<file path="config.mk">
export PLATFORM = sky130hd
export DESIGN_NAME = hbgc_top
export DESIGN_NICKNAME = d
export VERILOG_FILES = /design/src/hbgc_pkg.sv /design/src/hbgc_top.sv
export SDC_FILE = /design/constraint.sdc
export NUM_CORES = 1
export LEC_CHECK = 0
export ABC_AREA = 1
export BUFFER_PORTS_ARGS = -buffer_cell sky130_fd_sc_hd__buf_2
export CORE_MARGIN = 3
export CORE_UTILIZATION = 45
export CTS_CLUSTER_DIAMETER = 200
export CTS_CLUSTER_SIZE = 24
export DETAILED_ROUTE_END_ITERATION = 10
export SLEW_MARGIN = 20
export SYNTH_ARGS = -nofsm -noshare
export SYNTH_HDL_FRONTEND = slang
export SYNTH_SLANG_ARGS = --single-unit
</file>
<file path="constraint.sdc">
create_clock -name sys_clk -period 5 [get_ports sys_clk]
set_input_delay 0.5 -clock sys_clk [delete_from_list [all_inputs] [get_ports sys_clk]]
set_output_delay 0.5 -clock sys_clk [all_outputs]
set_load 0.005 [all_outputs]
</file>
<file path="src/hbgc_pkg.sv">
// Purpose: Shared constants and types for the H-bridge gate control block.
// Assumes: A single 50 MHz system clock; all inputs already synchronous to it.
// Notes:   Times are kept in their own units; cycle counts are derived from them.
package hbgc_pkg;

  // ****************************************************************
  // Clock and timing
  // ****************************************************************
  localparam int unsigned CLK_HZ        = 50_000_000;
  localparam int unsigned CLK_NS        = 20;

  // Brake (and full drive) recognition: level must stay put for more than this.
  localparam int unsigned IDLE_US       = 200;
  localparam int unsigned IDLE_CYC      = IDLE_US * 1000 / CLK_NS;

  // Dead time between one gate of a half-bridge going off and the other going on.
  localparam int unsigned DEAD_NS       = 2500;
  localparam int unsigned DEAD_CYC      = (DEAD_NS + CLK_NS - 1) / CLK_NS;

  // Internal PWM frequency.
  localparam int unsigned PWM_HZ        = 25_000;
  localparam int unsigned PWM_CYC       = CLK_HZ / PWM_HZ;

  // Watchdog timeout without timing capacitor, nominal value.
  localparam int unsigned WD_US         = 1000;
  localparam int unsigned WD_CYC        = WD_US * 1000 / CLK_NS;

  // Least retrigger pulse width accepted.
  localparam int unsigned KICK_NS       = 100;
  localparam int unsigned KICK_CYC      = (KICK_NS + CLK_NS - 1) / CLK_NS;

  // Reset output pulse width, nominal value.
  localparam int unsigned RST_US        = 20;
  localparam int unsigned RST_CYC       = RST_US * 1000 / CLK_NS;

  // ****************************************************************
  // Analog speed level thresholds (8-bit code, full scale at 255)
  // ****************************************************************
  localparam logic [7:0]  LEVEL_ZERO_MAX = 8'h3D;
  localparam logic [7:0]  LEVEL_FULL_MIN = 8'hB8;

  // ****************************************************************
  // Widths and reset values
  // ****************************************************************
  localparam int unsigned DEAD_W        = 8;
  localparam int unsigned PWM_W         = 11;
  localparam int unsigned RST_W         = 10;
  localparam logic        GATE_RESET    = 1'b0;

  // ****************************************************************
  // Types
  // ****************************************************************
  typedef enum logic [2:0] {
    HBGC_OFF      = 3'b000,
    HBGC_BRAKE_LO = 3'b001,
    HBGC_BRAKE_HI = 3'b010,
    HBGC_PWM_FWD  = 3'b011,
    HBGC_PWM_BWD  = 3'b100,
    HBGC_FULL_FWD = 3'b101,
    HBGC_FULL_BWD = 3'b110
  } hbgc_mode_e;

  typedef enum logic [1:0] {
    HBGC_LVL_ZERO = 2'b00,
    HBGC_LVL_MID  = 2'b01,
    HBGC_LVL_FULL = 2'b10
  } hbgc_level_e;

  // One half-bridge: high-side and low-side gate command.
  typedef struct packed {
    logic hi;
    logic lo;
  } hbgc_gate_s;

  // Whole bridge: index 1 is half-bridge a, index 0 is half-bridge b.
  typedef hbgc_gate_s [1:0] hbgc_bridge_t;

endpackage : hbgc_pkg

</file>
<file path="src/hbgc_top.sv">
// Purpose: Gate command logic of a full H-bridge: speed, direction, brake,
//          synchronous rectification with dead time, standby and disable.
// Assumes: All inputs are synchronous to sys_clk; analog speed arrives as a
//          ready-made 8-bit code.
// Notes:   Operation
module hbgc_top
  import hbgc_pkg::*;
#(
  parameter int unsigned IDLE_CYCLES = IDLE_CYC,
  parameter int unsigned WD_CYCLES   = WD_CYC,
  parameter int unsigned DEAD_CYCLES = DEAD_CYC,
  parameter int unsigned PWM_PERIOD  = PWM_CYC
) (
  input  wire logic       sys_clk,
  input  wire logic       rst_n,
  input  wire logic       speed_input,
  input  wire logic [7:0] speed_level,
  input  wire logic       direction_input,
  input  wire logic       pwm_freq_cap_pin,
  input  wire logic       sleep_req_n,
  input  wire logic       undervoltage_lock,
  input  wire logic       overvoltage_lock,
  input  wire logic       supervisor_reset,
  input  wire logic       watchdog_kick_input,
  input  wire logic       reset_pin_in,
  output logic            reset_pin_out,
  output logic            reset_pin_oe_n,
  output logic            bridge_a_high_gate,
  output logic            bridge_a_low_gate,
  output logic            bridge_b_high_gate,
  output logic            bridge_b_low_gate,
  output logic            standby_active,
  output logic            disable_active
);

  // ****************************************************************
  // Gate pattern decode
  // ****************************************************************

  // Maps a drive mode and the live PWM level to the wanted gate pattern.
  // The low side of the active half-bridge carries the modulation and its
  // own high side takes the complement for free-wheel current.
  function automatic hbgc_bridge_t decode_gates(input hbgc_mode_e mode,
                                                input logic       pwm);
    hbgc_bridge_t g;
    g = '0;
    case (mode)
      HBGC_BRAKE_LO: begin
        g[1] = '{hi: 1'b0, lo: 1'b1};
        g[0] = '{hi: 1'b0, lo: 1'b1};
      end
      HBGC_BRAKE_HI: begin
        g[1] = '{hi: 1'b1, lo: 1'b0};
        g[0] = '{hi: 1'b1, lo: 1'b0};
      end
      HBGC_PWM_FWD: begin
        g[1] = '{hi: 1'b1, lo: 1'b0};
        g[0] = '{hi: ~pwm, lo: pwm};
      end
      HBGC_PWM_BWD: begin
        g[1] = '{hi: ~pwm, lo: pwm};
        g[0] = '{hi: 1'b1, lo: 1'b0};
      end
      HBGC_FULL_FWD: begin
        g[1] = '{hi: 1'b1, lo: 1'b0};
        g[0] = '{hi: 1'b0, lo: 1'b1};
      end
      HBGC_FULL_BWD: begin
        g[1] = '{hi: 1'b0, lo: 1'b1};
        g[0] = '{hi: 1'b1, lo: 1'b0};
      end
      default: begin
        g = '0;
      end
    endcase
    return g;
  endfunction : decode_gates

  // ****************************************************************
  // Declarations
  // ****************************************************************
  logic [31:0]      idle_cnt_q;
  hbgc_level_e      level_cls;
  hbgc_level_e      level_cls_q;
  logic             idle_zero_q;
  logic             idle_full_q;
  logic [PWM_W-1:0] pwm_cnt_q;
  logic [19:0]      pwm_lhs;
  logic [19:0]      pwm_rhs;
  logic             pwm_int;
  logic             pwm_live;
  hbgc_mode_e       mode;
  hbgc_bridge_t     want;
  logic             force_off;
  logic [31:0]      wd_cnt_q;
  logic             kick_q;
  logic             kick_edge;
  logic             wd_timeout_q;
  logic [RST_W-1:0] rst_cnt_q;
  logic [1:0]       gate_hi_q;
  logic [1:0]       gate_lo_q;

  // ****************************************************************
  // Speed level classification
  // ****************************************************************

  // With the capacitor present the 8-bit level is judged against two
  // thresholds; with the pin grounded the digital input level is used.
  always_comb begin
    if (pwm_freq_cap_pin) begin
      if (speed_level <= LEVEL_ZERO_MAX) begin
        level_cls = HBGC_LVL_ZERO;
      end else if (speed_level >= LEVEL_FULL_MIN) begin
        level_cls = HBGC_LVL_FULL;
      end else begin
        level_cls = HBGC_LVL_MID;
      end
    end else begin
      level_cls = speed_input ? HBGC_LVL_FULL : HBGC_LVL_ZERO;
    end
  end

  // Counts how long the level class has stood still. A digital PWM wave
  // keeps restarting the count, so only a steady level is taken as idle.
  always_ff @(posedge sys_clk or negedge rst_n) begin
    if (!rst_n) begin
      idle_cnt_q  <= 32'h0000_0000;
      level_cls_q <= HBGC_LVL_ZERO;
      idle_zero_q <= 1'b0;
      idle_full_q <= 1'b0;
    end else begin
      level_cls_q <= level_cls;
      if (level_cls != level_cls_q) begin
        idle_cnt_q  <= 32'h0000_0000;
        idle_zero_q <= 1'b0;
        idle_full_q <= 1'b0;
      end else begin
        if (idle_cnt_q <= IDLE_CYCLES) begin
          idle_cnt_q <= idle_cnt_q + 32'h0000_0001;
        end
        // Strictly more than the idle time is needed.
        idle_zero_q <= (idle_cnt_q >= IDLE_CYCLES) && (level_cls_q == HBGC_LVL_ZERO);
        idle_full_q <= (idle_cnt_q >= IDLE_CYCLES) && (level_cls_q == HBGC_LVL_FULL);
      end
    end
  end

  // ****************************************************************
  // Internal PWM generator
  // ****************************************************************

  // Free-running period counter at the PWM rate.
  always_ff @(posedge sys_clk or negedge rst_n) begin
    if (!rst_n) begin
      pwm_cnt_q <= '0;
    end else if (pwm_cnt_q >= PWM_W'(PWM_PERIOD - 1)) begin
      pwm_cnt_q <= '0;
    end else begin
      pwm_cnt_q <= pwm_cnt_q + PWM_W'(1);
    end
  end

  // Duty grows linearly across the band between the two thresholds.
  // Cross-multiplying avoids a divider at the cost of two small products.
  always_comb begin
    pwm_lhs = 20'(pwm_cnt_q) * 20'(LEVEL_FULL_MIN - LEVEL_ZERO_MAX);
    pwm_rhs = 20'(speed_level - LEVEL_ZERO_MAX) * 20'(PWM_PERIOD);
    pwm_int = (speed_level > LEVEL_ZERO_MAX) && (pwm_lhs < pwm_rhs);
  end

  // Source of the modulating wave follows the capacitor pin.
  assign pwm_live = pwm_freq_cap_pin ? pwm_int : speed_input;

  // ****************************************************************
  // Mode selection
  // ****************************************************************

  // Standby and disable come first; then idle levels; otherwise PWM.
  always_comb begin
    if (force_off) begin
      mode = HBGC_OFF;
    end else if (idle_zero_q) begin
      mode = direction_input ? HBGC_BRAKE_HI : HBGC_BRAKE_LO;
    end else if (idle_full_q) begin
      mode = direction_input ? HBGC_FULL_BWD : HBGC_FULL_FWD;
    end else begin
      mode = direction_input ? HBGC_PWM_BWD : HBGC_PWM_FWD;
    end
    want = decode_gates(mode, pwm_live);
  end

  assign force_off = !sleep_req_n
                   | undervoltage_lock | overvoltage_lock
                   | supervisor_reset | !reset_pin_in
                   | wd_timeout_q;

  // ****************************************************************
  // Watchdog
  // ****************************************************************

  // A kick is a rising edge; any high level held one clock (20 ns) counts,
  // which covers every pulse of the least documented width and more.
  assign kick_edge = watchdog_kick_input & ~kick_q;

  always_ff @(posedge sys_clk or negedge rst_n) begin
    if (!rst_n) begin
      kick_q <= 1'b0;
    end else begin
      kick_q <= watchdog_kick_input;
    end
  end

  // Timeout counter. Once expired it stops, so the reset pulse fires once
  // and the bridge stays disabled until kicks resume.
  always_ff @(posedge sys_clk or negedge rst_n) begin
    if (!rst_n) begin
      wd_cnt_q     <= 32'h0000_0000;
      wd_timeout_q <= 1'b0;
    end else if (kick_edge) begin
      wd_cnt_q     <= 32'h0000_0000;
      wd_timeout_q <= 1'b0;
    end else if (!wd_timeout_q) begin
      if (wd_cnt_q >= WD_CYCLES - 1) begin
        wd_timeout_q <= 1'b1;
      end else begin
        wd_cnt_q <= wd_cnt_q + 32'h0000_0001;
      end
    end
  end

  // Reset pulse: open drain, pulled low for a fixed width on timeout.
  always_ff @(posedge sys_clk or negedge rst_n) begin
    if (!rst_n) begin
      rst_cnt_q      <= '0;
      reset_pin_out  <= 1'b0;
      reset_pin_oe_n <= 1'b1;
    end else begin
      reset_pin_out <= 1'b0;
      if (!wd_timeout_q && !kick_edge && (wd_cnt_q >= WD_CYCLES - 1)) begin
        rst_cnt_q      <= RST_W'(RST_CYC - 1);
        reset_pin_oe_n <= 1'b0;
      end else if (rst_cnt_q != '0) begin
        rst_cnt_q <= rst_cnt_q - RST_W'(1);
      end else begin
        reset_pin_oe_n <= 1'b1;
      end
    end
  end

  // ****************************************************************
  // Half-bridge gate drivers with dead time
  // ****************************************************************

  // Each half-bridge turns a gate off at once, restarts its dead timer,
  // and turns a gate on only when the timer is empty and its partner is
  // off. This covers every mode change, not just PWM edges.
  for (genvar i = 0; i < 2; i++) begin : g_half
    logic [DEAD_W-1:0] dead_q;
    logic              drop;
    logic              idle;

    assign drop = (gate_hi_q[i] & ~want[i].hi) | (gate_lo_q[i] & ~want[i].lo);
    assign idle = (dead_q == '0);

    always_ff @(posedge sys_clk or negedge rst_n) begin
      if (!rst_n) begin
        gate_hi_q[i] <= GATE_RESET;
        gate_lo_q[i] <= GATE_RESET;
        dead_q       <= '0;
      end else if (force_off) begin
        gate_hi_q[i] <= 1'b0;
        gate_lo_q[i] <= 1'b0;
        if (gate_hi_q[i] | gate_lo_q[i]) begin
          dead_q <= DEAD_W'(DEAD_CYCLES);
        end else if (!idle) begin
          dead_q <= dead_q - DEAD_W'(1);
        end
      end else if (drop) begin
        gate_hi_q[i] <= gate_hi_q[i] & want[i].hi;
        gate_lo_q[i] <= gate_lo_q[i] & want[i].lo;
        dead_q       <= DEAD_W'(DEAD_CYCLES);
      end else if (!idle) begin
        dead_q <= dead_q - DEAD_W'(1);
      end else begin
        // Both never wanted together; partner must already be off.
        gate_hi_q[i] <= gate_hi_q[i] | (want[i].hi & ~gate_lo_q[i]);
        gate_lo_q[i] <= gate_lo_q[i] | (want[i].lo & ~gate_hi_q[i]);
      end
    end
  end

  // ****************************************************************
  // Outputs
  // ****************************************************************
  assign bridge_a_high_gate = gate_hi_q[1];
  assign bridge_a_low_gate  = gate_lo_q[1];
  assign bridge_b_high_gate = gate_hi_q[0];
  assign bridge_b_low_gate  = gate_lo_q[0];

  // Status flags, registered so they line up with the gate outputs.
  always_ff @(posedge sys_clk or negedge rst_n) begin
    if (!rst_n) begin
      standby_active <= 1'b0;
      disable_active <= 1'b0;
    end else begin
      standby_active <= !sleep_req_n;
      disable_active <= undervoltage_lock | overvoltage_lock | supervisor_reset
                      | !reset_pin_in | wd_timeout_q;
    end
  end

endmodule : hbgc_top

</file>
# --- Word level (Yosys, flattened, before mapping) ---
# Cells that the tools add are included.
word_totals:
  ff_bits: 114
classes:
  n_mul: 2
  bitwise_logic: 40
  magnitude_cmp: 8
  add_sub_neg: 7
  muxes: 47
  n_reduce_logical: 18
  eq_ne: 11
op_table:
  columns: ["op", "n"]
  rows:
  - ["$mux W32", 5]
  - ["$add A32 B1 Y32 const B", 2]
  - ["$mux W8", 8]
  - ["$ge A32 B14 Y1 const B", 1]
  - ["$ge A32 B16 Y1 const B", 1]
  - ["$le A32 B14 Y1 const B", 1]
  - ["$pmux W4 S6", 1]
  - ["$lt A18 B20 Y1", 1]
  - ["$mul A20 B7 Y16 const B", 1]
  - ["$mux W1", 20]
  - ["$mux W10", 2]
  - ["$mul A11 B7 Y18 const B", 1]
  - ["$or A1 B1 Y1", 17]
  - ["$logic_not A8 Y1", 2]
  - ["$sub A8 B1 Y8 const B", 2]
  - ["$and A1 B1 Y1", 13]
  - ["$mux W2", 6]
  - ["$mux W3", 4]
  - ["$add A11 B1 Y11 const B", 1]
  - ["$ge A11 B11 Y1 const B", 1]
  - ["$mux W11", 1]
  - ["$not A1 Y1", 10]
  - ["$reduce_bool A10 Y1", 1]
  - ["$sub A10 B1 Y10 const B", 1]
  - ["16 further kinds", 30]

# --- Depth between registers and ports, before layout ---
logic_depth:
  depth_word: 14
  depth_mapped: 38

# --- Least setup slack after synthesis ---
# No wires, ideal clock.
synth_timing:
  path_kind: "input to register"
  startpoint: "input port speed_level[1]"
  endpoint: "register g_half[1].dead_q[0]"
  slack_ns: -0.994
  arrival_time_ns: 5.872
  path_stages: 37
  cell_sequence: "inv_1 ha_1 a21o_1 nand3_1 nor2_1 inv_1 nand2_1 xor2_1 inv_1 ha_1 inv_1 fa_1 inv_1 fa_1 inv_1 fa_1 inv_1 ha_1 nand2_1 inv_1 nand2_1 nand2_1 a21oi_1 o211a_1 xor2_1 ha_1 a21o_1 nand3_1 nand2_1 nor2_1 nand2_2 nand2_2 nand2_2 nand3_4 nand2_4 inv_6 nand3_2"
synth_via:
  elab_chain_cells: 12
synth_rtl:
  columns: ["element", "line", "rtl"]
  rows:
  - ["start: declaration", "hbgc_top.sv:17", "input wire logic [7:0] speed_level,"]
  - ["$sub A8 B6 Y9", "hbgc_top.sv:167", "pwm_rhs = 20'(speed_level - LEVEL_ZERO_MAX) * 20'(PWM_PERIOD);"]
  - ["$mul A20 B7 Y16", "hbgc_top.sv:167", null]
  - ["$lt A18 B20 Y1", "hbgc_top.sv:168", "pwm_int = (speed_level > LEVEL_ZERO_MAX) && (pwm_lhs < pwm_rhs);"]
  - ["$logic_and A1 B1 Y1 *", "hbgc_top.sv:168", null]
  - ["$mux W1 *", "hbgc_top.sv:172", "assign pwm_live = pwm_freq_cap_pin ? pwm_int : speed_input;"]
  - ["$not A1 Y1", "hbgc_top.sv:61", "g[1] = '{hi: ~pwm, lo: pwm};"]
  - ["$pmux W4 S6 *", "hbgc_top.sv:47", "case (mode)"]
  - ["$not A1 Y1", "hbgc_top.sv:262", "assign drop = (gate_hi_q[i] & ~want[i].hi) | (gate_lo_q[i] & ~want[i].lo);"]
  - ["$and A1 B1 Y1", "hbgc_top.sv:262", null]
  - ["$or A1 B1 Y1 *", "hbgc_top.sv:262", null]
  - ["$mux W8 *", "hbgc_top.sv:278", "end else if (drop) begin"]
  - ["$mux W8 *", "hbgc_top.sv:270", "end else if (force_off) begin"]
  - ["end signal: assignment", "hbgc_top.sv:274", "dead_q <= DEAD_W'(DEAD_CYCLES);"]
  - ["end signal: assignment", "hbgc_top.sv:281", "dead_q <= DEAD_W'(DEAD_CYCLES);"]
  - ["end signal: assignment", "hbgc_top.sv:283", "dead_q <= dead_q - DEAD_W'(1);"]
  - ["end: declaration", "hbgc_top.sv:258", "logic [DEAD_W-1:0] dead_q;"]
# Mark *: on every way between the ends. The rest lies on a longest branch, timed or not.
# A chain may end at the register's enable or synchronous reset.

# --- Final worst setup path ---
layout_timing:
  startpoint: "input port speed_level[1]"
  endpoint: "register gate_lo_q[0], in the netlist bridge_b_low_gate"
layout_via:
  elab_chain_cells: 12
layout_rtl:
  columns: ["element", "line", "rtl"]
  rows:
  - ["$sub A8 B6 Y9", "hbgc_top.sv:167", null]
  - ["$mul A20 B7 Y16", "hbgc_top.sv:167", null]
  - ["$lt A18 B20 Y1", "hbgc_top.sv:168", null]
  - ["$logic_and A1 B1 Y1 *", "hbgc_top.sv:168", null]
  - ["$mux W1 *", "hbgc_top.sv:172", null]
  - ["$not A1 Y1", "hbgc_top.sv:58", "g[0] = '{hi: ~pwm, lo: pwm};"]
  - ["$pmux W4 S6 *", "hbgc_top.sv:47", null]
  - ["branches (longest 5 deep; another with $and A1 B1 Y1)", null, null]
  - ["end signal: indexed assignment", "hbgc_top.sv:280", "gate_lo_q[i] <= gate_lo_q[i] & want[i].lo;"]
  - ["end signal: indexed assignment", "hbgc_top.sv:287", "gate_lo_q[i] <= gate_lo_q[i] | (want[i].lo & ~gate_hi_q[i]);"]
  - ["end: declaration", "hbgc_top.sv:101", "logic [1:0] gate_lo_q;"]
# Every way passes the cells marked *. The select of a mux whose other input is x is not followed.

==> metrics.txt <==
Synth Area in Compound Gates=0.0653; Root Buffer=clkbuf_16; critical path required time=5.29 ns; Min Clock Period, post-route=5.58 ns; Worst path max stage delay=roughly 0.51 ns; area of the multi-input gates=6260 µm²; Syn Area/Cell=8.17 µm²; Gate Count Post-Synth=1178; Placed Area=roughly 11000 µm²; GR Util met3=0.0327; final hold viol count=0; clk buf depth=2; hold buffer count at cts=0; clock slew at reported path FFs=0.05 ns; routed vias/inst=4.74; CP max FO=7; post-synthesis adder-cell area fraction=0.261; synth warn=0; CP Data Arrival Time=5.87 ns; number of global-route vias before repair=7631; core area=20600 µm²; EDFF count, synth=0; # setup viols final=20; commonest cells after routing, fill and taps aside=inv_1 (234), nand2_1 (167), nor2_1 (138); layer with the highest usage=met2; CP most frequent cell=nand2_2; # DRC=0; Yosys cell types=45; DR iter-0 viols=about 290; CTS Sinks=114; row cnt=52; PortBufs=25; H-tree depth=4; RSZ-0062 raised after global routing=true; Power Density=452 nW/µm²; GRT Total Usage=0.173; initial core utilization=0.467; Seq/Total Area, Yosys=0.297; setup TNS=-10.64 ns; CTS tree=done; crit path buf inv count=10; DR pass1 iterations=4; most used flip-flop cell after synthesis=dfrtp_1; mux cell area share after synthesis=0; final wirelength=around 19 mm; syn_nets=1365; setup ws final=-0.578 ns; die span in y=152 µm; die footprint=about 23000 µm²; skew final=0.00656 ns; Post-Synth Simple-Gate Area=0.211; Nets=1538; pin count of the biggest net entering global routing=70; ys async rst share=1.00; ant diodes=0; Slew @ Worst Pin=0.947 ns; Synth Area in XOR/XNOR=0.0583; cell family with most CP delay=adder cells; Leakage=0.00629 µW; Worst-Skew Late Latency=a little over 0.4 ns; failing checks=setup timing; DIE WIDTH=~150 µm; vias=7742; Worst VDD drop=0.407 mV; Final Cycle Share=1.12; synthesized flop and latch total=114; status=finished with violations; met2 GRT Util=0.282; count of pins over their slew limit=0; post-route cell area=12200 µm²; largest family of logic cells by synthesized area=adder cells; CP Capture Type=flop; Fmax=179 MHz; first-pass GRT wire length=34.4 mm; initial antenna violation count=0; commonest non-fill, non-tap cell in the layout=inv_1; hold crit path type=input port to asynchronous set/reset pin; number of buffers created by CTS=17; met1 usage=0.243; Worst setup SP type=input port; Finished Core Util=0.593; FILL cells=roughly 1800; Sequential cell area=2850 µm²; max-cap viol count=0; Area growth syn-to-layout=27.1%; IO Pins=27; slowest CP cell=fa_1; routed length per placed instance=11.8 µm; ratio of cells with drive above 1 in the final layout=0.236; post-route ant nets=0; post-synth design cell area=9620 µm²; worst slack at placement=-1.17 ns; crit path kind=input port to flop; dpl hpwl=14.5 mm; routability cong.=0.835; Congestion Overflow GR=0; Slew headroom=0.369
-- metal layers --
layer	share of wire	vias to the layer above
met5	0	-
met4	0.011	0
met2	0.47	69
met3	0.023	19
met1	0.50	3640
li1	-	4014
-- cell type report --
| type | instances | share of cell area |
|---|---|---|
| clock buffer | 22 | 0.0380 |
| clock inverter | 9 | 0.00685 |
| inverter | 261 | 0.0825 |
| multi-input combinational | 793 | 0.512 |
| sequential | 114 | 0.233 |
| tap | 270 | 0.0276 |
| timing repair buffer | 164 | 0.100 |
-- power breakdown --
part / internal (µW) / leakage [µW] / switching, µW
logic: 1600 / 0.00455 / 1680
registers: 1040 / 0.00148 / 87.8
clock network: 703 / 0.000258 / 417
-- kinds of logic (layout without fill, tap and decap cells) --
family	after synthesis	count (layout)
compound gates	110	110
flops	114	114
xor+xnor	64	64
simple gates	450	450
buf+inv	271	456
fa+ha+maj	168	168
other cells	1	1
-- flip-flops by register name (all words and copies together) (netlist names) --
name                count
idle_cnt_q             32
wd_cnt_q               32
g_half.dead_q          16
pwm_cnt_q              11
rst_cnt_q              10
level_cls_q             2
bridge_a_high_gate      1
bridge_a_low_gate       1
bridge_b_high_gate      1
bridge_b_low_gate       1
disable_active          1
idle_full_q             1
idle_zero_q             1
kick_q                  1
reset_pin_oe_n          1
standby_active          1
wd_timeout_q            1
-- Yosys cell counts (2+ instances only) --
master | instances | area, µm²
clkbuf_1 | 8 | 30.0
nand2_4 | 2 | 22.5
nor3_1 | 22 | 110
a21oi_1 | 50 | 250
nand4_1 | 19 | 119
a211oi_1 | 6 | 45.0
nor2_1 | 146 | 548
nor3b_1 | 2 | 15.0
xnor2_1 | 16 | 140
nand3_2 | 5 | 50.1
nor3_2 | 3 | 30.0
buf_4 | 2 | 15.0
dfrtp_1 | 113 | 2830
o21bai_1 | 3 | 22.5
o21ai_0 | 30 | 150
nand2_2 | 11 | 68.8
a31oi_1 | 7 | 43.8
nand4_2 | 2 | 25.0
a22oi_1 | 2 | 15.0
nor4_1 | 3 | 18.8
nand3_4 | 3 | 52.6
a21o_1 | 4 | 30.0
nand3_1 | 46 | 230
inv_1 | 257 | 965
inv_2 | 3 | 11.3
or2_2 | 3 | 18.8
fa_1 | 55 | 1100
xor2_1 | 48 | 420
ha_1 | 113 | 1410
nand2_1 | 179 | 672
-- worst paths after layout --
kind	endpoint	depth (start not counted)	startpoint	slack (ns)
setup / recovery	bridge_b_low_gate	37	speed_level[1]	-0.58
hold / removal	pwm_cnt_q[10]	1	rst_n	0.19
setup reg to reg	bridge_b_low_gate	29	pwm_cnt_q[2]	-0.55
hold reg to reg	idle_zero_q	1	level_cls_q[1]	0.43
max in group asynchronous	g_half[0].dead_q[2]	2	rst_n	3.67
min in group sys_clk	kick_q	1	watchdog_kick_input	0.22
-- timing repair --
| item | 4_1_cts | 5_1_grt |
|---|---|---|
| gates cloned | 0 | 0 |
| setup endpoints to repair | 20 | 20 |
| gates resized for setup | 52 | 49 |
| pin swaps | 39 | 48 |
| buffers inserted | 22 | 7 |
-- through the flow --
step | instances | hold WS (ns) | total power, µW
after detailed placement | 1573 | 0.431 | 3960
after global placement | 1573 | 0.421 | 3890
after global routing | 1633 | 0.188 | 6040
after floorplan | 1178 | 0.204 | 3060
after CTS | 1626 | 0.196 | 5210
final | 1633 | 0.189 | 5530
No activity file was read; power rests on OpenSTA's default activity.
